`config.mk`:
```
export PLATFORM = sky130hd
export DESIGN_NAME = scpwm_top
export DESIGN_NICKNAME = d
export VERILOG_FILES = /design/src/design/scpwm_pkg.sv /design/src/design/scpwm_top.sv
export SDC_FILE = /design/constraint.sdc
export NUM_CORES = 1
export LEC_CHECK = 0
export BUFFER_PORTS_ARGS = -buffer_cell sky130_fd_sc_hd__buf_2
export CAP_MARGIN = 20
export CORE_UTILIZATION = 55
export DETAILED_ROUTE_END_ITERATION = 10
export GPL_ROUTABILITY_DRIVEN = 0
export PLACE_DENSITY_LB_ADDON = 0.05
export SYNTH_ARGS = -nofsm -noshare
export SYNTH_HDL_FRONTEND = slang
export SYNTH_SLANG_ARGS = --single-unit
```
`constraint.sdc`:
```
create_clock -name clk -period 6 [get_ports clk]
set_input_delay 0 -clock clk [delete_from_list [all_inputs] [get_ports clk]]
set_output_delay 0 -clock clk [all_outputs]
set_load 0.02 [all_outputs]
```
`src/design/scpwm_pkg.sv`:
```
// package for the single channel pwm: sfr map, fields, reset values, carriers
package scpwm_pkg;
  localparam logic [7:0] SCPWM_ADDR_CONTROL = 8'ha9;
  localparam logic [7:0] SCPWM_ADDR_DUTY    = 8'haa;
  localparam logic [7:0] SCPWM_RST_CONTROL  = 8'h00;
  localparam logic [7:0] SCPWM_RST_DUTY     = 8'h00;
  localparam int         SCPWM_MODE_MSB     = 7;
  localparam int         SCPWM_MODE_LSB     = 6;
  localparam int         SCPWM_PRESC_MSB    = 5;
  localparam int         SCPWM_PRESC_LSB    = 0;
  localparam logic [7:0] SCPWM_TOP_6BIT     = 8'h3f;
  localparam logic [7:0] SCPWM_TOP_7BIT     = 8'h7f;
  localparam logic [7:0] SCPWM_TOP_8BIT     = 8'hff;
  localparam logic [7:0] SCPWM_MASK_6BIT    = 8'h3f;
  localparam logic [7:0] SCPWM_MASK_7BIT    = 8'h7f;
  localparam logic [7:0] SCPWM_MASK_8BIT    = 8'hff;

  typedef enum logic [1:0] {
    SCPWM_OFF,
    SCPWM_P6,
    SCPWM_P7,
    SCPWM_P8
  } scpwm_mode_t;

  // one sfr access from the cpu core
  typedef struct packed {
    logic       wr;
    logic       rd;
    logic [7:0] addr;
    logic [7:0] wdata;
  } scpwm_sfr_req_t;
endpackage : scpwm_pkg

```
`src/design/scpwm_top.sv`:
```
// single channel pwm with control and duty special function registers
// Overview of operation
// - mode field 00 keeps the modulator idle with the output held low.
// - mode 01 wraps the period counter after 63 steps and uses duty bits 5:0.
// - mode 10 wraps the period counter after 127 steps and uses duty bits 6:0.
// - mode 11 wraps the period counter after 255 steps and uses all duty bits.
// - each step lasts control bits 5:0 plus one clock cycles.
// - a duty write acts on the output at once, not at the period end.
// - duty bits above the selected period width are ignored.
// - control sits at sfr 0xa9 and duty at 0xaa, both read/write and reset to zero.
// - period length is counted in cycles of the oscillator clock.
`timescale 1ns/1ps
module scpwm_top
  import scpwm_pkg::*;
(
  // clock and reset
  input  wire logic                      clk,
  input  wire logic                      rst,
  // sfr access
  input  wire scpwm_pkg::scpwm_sfr_req_t sfr_req,
  output logic                    [7:0]  sfr_rdata,
  // pwm pin
  output logic                           pwm_out
);
  import scpwm_pkg::*;

  // stored registers and their next values
  logic [7:0]  control_r;
  logic [7:0]  control_nxt;
  logic [7:0]  duty_r;
  logic [7:0]  duty_nxt;
  logic [5:0]  presc_r;
  logic [5:0]  presc_nxt;
  logic [7:0]  period_r;
  logic [7:0]  period_nxt;
  logic [7:0]  rdata_r;
  logic [7:0]  rdata_nxt;
  logic        out_r;
  logic        out_nxt;

  // sfr decode
  logic        sel_control;
  logic        sel_duty;
  logic        sfr_hit;
  logic        wr_control;
  logic        wr_duty;

  // control fields and mode decode
  scpwm_mode_t mode;
  logic [5:0]  presc_top;
  logic        enabled;
  logic        is_p6;
  logic        is_p7;

  // period and duty limits
  logic [7:0]  period_top;
  logic [7:0]  period_last;
  logic [7:0]  duty_mask;
  logic [7:0]  duty_eff;

  // prescaler and period counter steering
  logic        step;
  logic        presc_clear;
  logic [5:0]  presc_inc;
  logic        period_wrap;
  logic        period_over;
  logic        period_restart;
  logic        period_advance;
  logic [7:0]  period_inc;

  // pin compare
  logic        below_duty;

  // reads have no side effect, so the read qualifier is not needed
  assign sel_control = (sfr_req.addr == SCPWM_ADDR_CONTROL);
  assign sel_duty    = (sfr_req.addr == SCPWM_ADDR_DUTY);
  assign sfr_hit     = sel_control || sel_duty;
  // a write needs the strobe and a matching address
  assign wr_control  = sfr_req.wr && sel_control;
  assign wr_duty     = sfr_req.wr && sel_duty;

  // whole bytes are stored; duty bits above the period width are kept for read-back
  assign control_nxt = wr_control ? sfr_req.wdata : control_r;
  assign duty_nxt    = wr_duty ? sfr_req.wdata : duty_r;

  // control fields
  assign mode        = scpwm_mode_t'(control_r[SCPWM_MODE_MSB:SCPWM_MODE_LSB]);
  assign presc_top   = control_r[SCPWM_PRESC_MSB:SCPWM_PRESC_LSB];
  // modes 01 and 10 narrow the period; 11 and the idle code fall through to 8 bits
  assign is_p6       = (mode == SCPWM_P6);
  assign is_p7       = (mode == SCPWM_P7);
  // field 00 idles the modulator; leaving it starts both counters from zero
  assign enabled     = (mode != SCPWM_OFF);

  assign period_top  = is_p6 ? SCPWM_TOP_6BIT :
                       is_p7 ? SCPWM_TOP_7BIT :
                               SCPWM_TOP_8BIT;
  // counter runs 0..top-1, so one period is exactly top steps
  assign period_last = period_top - 8'h01;

  // duty width follows the period width
  assign duty_mask   = is_p6 ? SCPWM_MASK_6BIT :
                       is_p7 ? SCPWM_MASK_7BIT :
                               SCPWM_MASK_8BIT;
  // live duty, no shadow copy: a write reaches the compare one clock later
  assign duty_eff    = duty_r & duty_mask;

  // one step every presc+1 oscillator clocks
  // lowering the prescale mid-step ends the step at once instead of wrapping through 63
  assign step        = (presc_r >= presc_top);
  // step and counter restart share one clock so both stay in line
  assign presc_clear = !enabled || step;
  assign presc_inc   = presc_r + 6'h01;
  assign presc_nxt   = presc_clear ? 6'h00 : presc_inc;

  assign period_wrap    = (period_r == period_last);
  // a switch to a shorter period may leave the count above the new top: restart at once
  assign period_over    = (period_r > period_last);
  assign period_restart = !enabled || period_over || (step && period_wrap);
  assign period_advance = step && !period_wrap;
  assign period_inc     = period_r + 8'h01;
  assign period_nxt     = period_restart ? 8'h00 :
                          period_advance ? period_inc :
                                           period_r;

  // compare with the count the counter is about to hold, so pin and counter agree
  assign below_duty  = (period_nxt < duty_eff);
  assign out_nxt     = enabled && below_duty;

  // read data shows whole bytes, zero for any other address
  assign rdata_nxt   = !sfr_hit    ? 8'h00 :
                       sel_control ? control_r :
                                     duty_r;

  always_ff @(posedge clk or posedge rst)
  begin
    if (rst)
    begin
      control_r <= SCPWM_RST_CONTROL;
    end
    else
    begin
      control_r <= control_nxt;
    end
  end

  always_ff @(posedge clk or posedge rst)
  begin
    if (rst)
    begin
      duty_r <= SCPWM_RST_DUTY;
    end
    else
    begin
      duty_r <= duty_nxt;
    end
  end

  always_ff @(posedge clk or posedge rst)
  begin
    if (rst)
    begin
      presc_r <= 6'h00;
    end
    else
    begin
      presc_r <= presc_nxt;
    end
  end

  always_ff @(posedge clk or posedge rst)
  begin
    if (rst)
    begin
      period_r <= 8'h00;
    end
    else
    begin
      period_r <= period_nxt;
    end
  end

  // pin register
  // registered so decode changes never glitch the pin
  always_ff @(posedge clk or posedge rst)
  begin
    if (rst)
    begin
      out_r <= 1'b0;
    end
    else
    begin
      out_r <= out_nxt;
    end
  end

  // read data register
  // a write and a read in one clock return the byte before the write
  always_ff @(posedge clk or posedge rst)
  begin
    if (rst)
    begin
      rdata_r <= 8'h00;
    end
    else
    begin
      rdata_r <= rdata_nxt;
    end
  end

  // outputs come straight from their flip-flops
  assign pwm_out   = out_r;
  assign sfr_rdata = rdata_r;
endmodule : scpwm_top

```
# --- Yosys cells after proc, flatten, opt, wreduce, memory -nomap -nowiden ---
# Cells that the tools add are included.
totals:
  regBits: 39
  latch_bits: 0
  mem_bits_rw: 0
  rom_bits: 0
  input_bits: 20
  output_inout_bits: 9
  word_cells: 37
  memories: 0
classes:
  n_addsub: 3
  n_mul: 0
  n_div: 0
  order_cmp: 3
  n_eq_ne: 5
  n_shift: 0
  muxes: 7
  bitwise_logic: 1
  n_reduce_logical: 12
ops:
  columns: ["op", "n"]
  rows:
  - ["$mux W8", 6]
  - ["$eq A8 B8 Y1 const B", 2]
  - ["$add A8 B1 Y8 const B", 1]
  - ["$and A8 B8 Y8", 1]
  - ["$eq A8 B8 Y1", 1]
  - ["$gt A8 B8 Y1", 1]
  - ["$lt A8 B8 Y1", 1]
  - ["$sub A8 B1 Y8 const B", 1]
  - ["$add A6 B1 Y6 const B", 1]
  - ["$ge A6 B6 Y1", 1]
  - ["$mux W6", 1]
  - ["$logic_and A1 B1 Y1", 5]
  - ["$logic_or A1 B1 Y1", 4]
  - ["$eq A2 B1 Y1 const B", 1]
  - ["$eq A2 B2 Y1 const B", 1]
  - ["$logic_not A1 Y1", 2]
  - ["$reduce_bool A2 Y1", 1]

# --- Depth between registers and ports, before layout ---
depth:
  ltp_word: 11
  mapped_depth: 16
  ltp_nobuf: 15

# --- Worst setup path before layout ---
# OpenSTA, ideal clock, no wires.
synth_path:
  path_type: "register to register"
  start: "register control_r[6]"
  end: "register out_r (netlist: pwm_out)"
  setup_ns: 0.077
  arrival_ns: 2.684
  required_time_ns: 5.923
  slack_ns: 3.239
  stages_incl_launch_ff: 13
  cell_sequence: "dfrtp_1 -> inv_1 -> ha_1 -> ha_1 -> and4_1 -> buf_4 -> or4_1 -> a21oi_1 -> ha_1 -> nor2b_1 -> o21ai_0 -> o211ai_1 -> a21oi_1"
synth_between:
  elab_chain_cells: 11
  word_cells_on_any_way: 19
synth_rtl:
  columns: ["item", "line_no", "rtl"]
  rows:
  - ["start: declaration", "scpwm_top.sv:28", "logic [7:0] control_r;"]
  - ["start signal: assignment", "scpwm_top.sv:143", "control_r <= control_nxt;"]
  - ["parallel branches: the longest is 8 deep, another holds $sub A8 B1 Y8", null, null]
  - ["$mux W8 *", "scpwm_top.sv:122", "assign period_nxt = period_restart ? 8'h00 :"]
  - ["net period_nxt[6]", "scpwm_top.sv:35", "logic [7:0] period_nxt;"]
  - ["$lt A8 B8 Y1 *", "scpwm_top.sv:127", "assign below_duty = (period_nxt < duty_eff);"]
  - ["$logic_and A1 B1 Y1 *", "scpwm_top.sv:128", "assign out_nxt = enabled && below_duty;"]
  - ["net out_nxt", "scpwm_top.sv:39", "logic out_nxt;"]
  - ["end signal: assignment", "scpwm_top.sv:193", "out_r <= out_nxt;"]
  - ["end: declaration", "scpwm_top.sv:38", "logic out_r;"]
# Mark *: on every way through the listed nets, which the timed path passes.
# A chain may end at the register's enable or synchronous reset.

# --- Worst setup path in the final report ---
layout_path:
  start: "register presc_r[0]"
  end: "register out_r (netlist: pwm_out)"
layout_between:
  elab_chain_cells: 6
  word_cells_on_any_way: 8
layout_rtl:
  columns: ["item", "line_no", "rtl"]
  rows:
  - ["start: declaration", "scpwm_top.sv:32", "logic [5:0] presc_r;"]
  - ["start signal: assignment", "scpwm_top.sv:167", "presc_r <= presc_nxt;"]
  - ["$ge A6 B6 Y1 *", "scpwm_top.sv:110", "assign step = (presc_r >= presc_top);"]
  - ["$logic_and A1 B1 Y1, on equally long branches", "scpwm_top.sv:120, scpwm_top.sv:119", null]
  - ["$mux W8 / $logic_or A1 B1 Y1 (equally long branches)", "scpwm_top.sv:123, scpwm_top.sv:119", null]
  - ["$mux W8 *", "scpwm_top.sv:122", null]
  - ["net period_nxt[6]", "scpwm_top.sv:35", null]
  - ["$lt A8 B8 Y1 *", "scpwm_top.sv:127", null]
  - ["$logic_and A1 B1 Y1 *", "scpwm_top.sv:128", null]
  - ["net out_nxt", "scpwm_top.sv:39", null]
# Mark *: on every way through the listed nets, which the timed path passes. The rest lies on a longest branch.

==> impl_results.md <==
* Die width at 64.1 µm
* Drt via density at 5.48
* Power per Cell Area at 222 nW/µm²
* Total number of yosys warnings at 0
* Post-route insts no fill at 297
* Worst Skew at 0.00653 ns
* Grt ovf at 0
* Post-CTS sizing at 0
* Die area at 4100 µm²
* Final Max Slew Viols at 0
* ANT cells at 0
* Critical path launch point type: flop
* Vias in the first global route at 1626
* Area post-placement at 2290 µm²
* Worst-Skew Late Latency at 0.29 ns
* Drt pass-1 iters at 4
* Max Cap Viol at 0
* Post-route DRC at 0
* Nets at 288
* Asr flop ratio synth at 100%
* Hold WC Path Type: primary input to flop
* Slowest CP cell: o221ai_1
* Initial antenna violation count at 0
* Starting Density at 57.4%
* Core Region at 3690 µm²
* Synth unique cells at 36
* GRT Util Overall at 23.8%
* RSZ-0062 raised after global routing: no
* Status: finished, final reports clean
* PortBufs at 27
* Tot Pwr at 0.554 mW
* Final period utilization at 57.1%
* Post-DP HPWL at 3140 µm
* Max incr delay on CP at 0.79 ns
* Drt first-iter violations at 67
* Setup_tns at 0 ns
* Netlist area before placement at 2120 µm²
* CTS tree: built
* Ys flop type: dfrtp_1
* CP Max Fanout at 14
* CTS max path bufs at 2
* Tmin final at 3.43 ns
* Worst-margin pin slew at 1.03 ns
* CP arrival at 3.65 ns
* Layout area overhead at 18.0%
* CP Capture Type: flop
* Critical-path cell list: inv_1 -> ha_1 -> nand2b_1 -> a21oi_1 -> o221ai_1 -> inv_1 -> or4_1 -> a21oi_1 -> ha_1 -> nor2b_1 -> o21ai_0 -> o211ai_1 -> a21oi_1
* Average wire per standard cell at 14.2 µm
* Area leader, netlist: dfrtp_1
* Post-synth EDFFs at 0
* Layout cells sized above 1 at 22.5%
* Syn avg cell area at 10.1 µm²
* Post-Syn Nets at 249
* WP data required at 6.22 ns
* Setup Crit Path Kind: flop to flop
* ANT nets after route at 0
* Setup violators final at 0
* Register bit count reported by yosys at 39
* CTS Buf Count at 5
* Share of the synthesized area in the top cell type at 46.1%
* Final instance area at 2500 µm²
* Worst slew margin at 31.4%
* Static Leak at 1.19 nW
* Hold Vio Cnt, Final at 0
* Placement Rows at 22
* First-pass GRT wire length at 7290 µm
* Largest net degree at the start of global routing at 40
* Synth area leaders: dfrtp_1, ha_1, mux2_2
* Total Routed Length at 4210 µm
* I/O pin cnt at 29
* Die Ht at 64.1 µm
* Max Clk Rate at 292 MHz
* Clock transition at path regs at 0.08 ns
* Cells after DPL at 280
* Register area share after synthesis at 46.1%
* Num Clock Sinks at 39
* Syn Inst Count at 209
* CTS H-tree depth at 2
* Vias at 1628
* Peak VDD IR at 0.157 mV
* Clock root cell: clkbuf_8
* Most frequent CP cell: a21oi_1
Yosys cell counts, types with 2 or more instances:
library cell / number
dfrtp_1: 39
nor2_1: 28
a21oi_1: 21
ha_1: 20
inv_1: 17
mux2_2: 16
nand2_1: 9
o21ai_0: 8
nand3_1: 5
nand2b_1: 4
nand4_1: 4
nor2b_1: 4
clkbuf_1: 3
a22oi_1: 2
and3_1: 2
and4_1: 2
mux2i_1: 2
nand3b_1: 2
o211ai_1: 2
xnor2_1: 2
xor2_1: 2
sequential cells by signal (all words and copies together), names as in the netlist:
signal,flops
pwm_out,1
period_r,8
sfr_rdata,8
control_r,8
presc_r,6
duty_r,8
power breakdown:
| part | internal [mW] | switching, mW | leakage (nW) |
|---|---|---|---|
| Sequential | 0.269 | 0.00524 | 0.542 |
| Clock | 0.134 | 0.0880 | 0.0612 |
| Combinational | 0.0262 | 0.0312 | 0.590 |
| Total | 0.430 | 0.124 | 1.19 |
routing by layer:
metal / part of all wire [%] / global-route usage, %
met5: 0 / 0
met4: 1.3 / 7.67
met3: 3.6 / 5.36
met2: 51 / 41.1
met1: 44 / 29.3
worst paths after layout:
kind	slack (ns)	cells after the start	start	end
max in group asynchronous	5.29	4	rst	duty_r[6]
worst max-delay path	2.57	13	presc_r[0]	pwm_out
worst min register to register	0.50	1	presc_r[0]	presc_r[0]
worst max register to register	2.57	13	presc_r[0]	pwm_out
worst min-delay path	0.35	4	sfr_req[10]	sfr_rdata[1]
min in group asynchronous	0.38	4	rst	period_r[5]
metrics by stage:
stage          util (%)  hold slack (ns)  setup slack, ns
3_5_place_dp       62.1            0.153             2.64
4_1_cts            67.7            0.340             2.60
5_1_grt            67.7            0.389             2.18
6_report           67.7            0.347             2.57
2_1_floorplan         -            0.151             3.24
3_3_place_gp       62.1            0.135             2.69
worst max-delay path: cells and delay by family (launching register included):
family,cells,cell delay (ns)
buf+inv,2,0.22
fa+ha+maj,2,0.53
simple gates,3,0.75
compound gates,6,1.46
flops,1,0.40
layout by cell type, fill, tap and decap left out, drive strengths merged, types with 3 or more instances in the layout:
cell	count
nand4	4
nor2b	4
dfrtp	39
o21ai	9
ha	20
a21oi	21
nand2b	4
inv	17
dlygate4sd3	9
nand2	9
nor2	29
and4	3
mux2	16
buf	28
clkbuf	6
nand3	5
layout make-up:
| type | count | area [µm²] |
|---|---|---|
| clock inverters | 2 | 35.0 |
| flip-flops and latches | 39 | 976 |
| inverters | 17 | 63.8 |
| fillers | 320 | 1190 |
| clock buffers | 6 | 82.6 |
| well taps | 48 | 60.1 |
| repair buffers | 37 | 233 |
| multi-input cells | 148 | 1050 |
what timing repair did:
item,CTS,global route
hold buffers,9,0
hold endpoints to repair,55,0
buffers inserted,0,0
cell families (layout without fill, tap and decap cells):
| group | count (synthesis) | in the layout | synth area share [%] |
|---|---|---|---|
| AO/OA/AOI/OAI | 35 | 35 | 8.92 |
| XOR/XNOR | 4 | 4 | 1.65 |
| adder cells (fa/ha/maj) | 20 | 20 | 11.8 |
| buffers and inverters | 22 | 62 | 4.43 |
| flip-flops | 39 | 39 | 46.1 |
| multiplexers | 18 | 18 | 9.45 |
| AND/OR/NAND/NOR | 71 | 71 | 17.7 |
No activity file was read; power rests on OpenSTA's default activity.
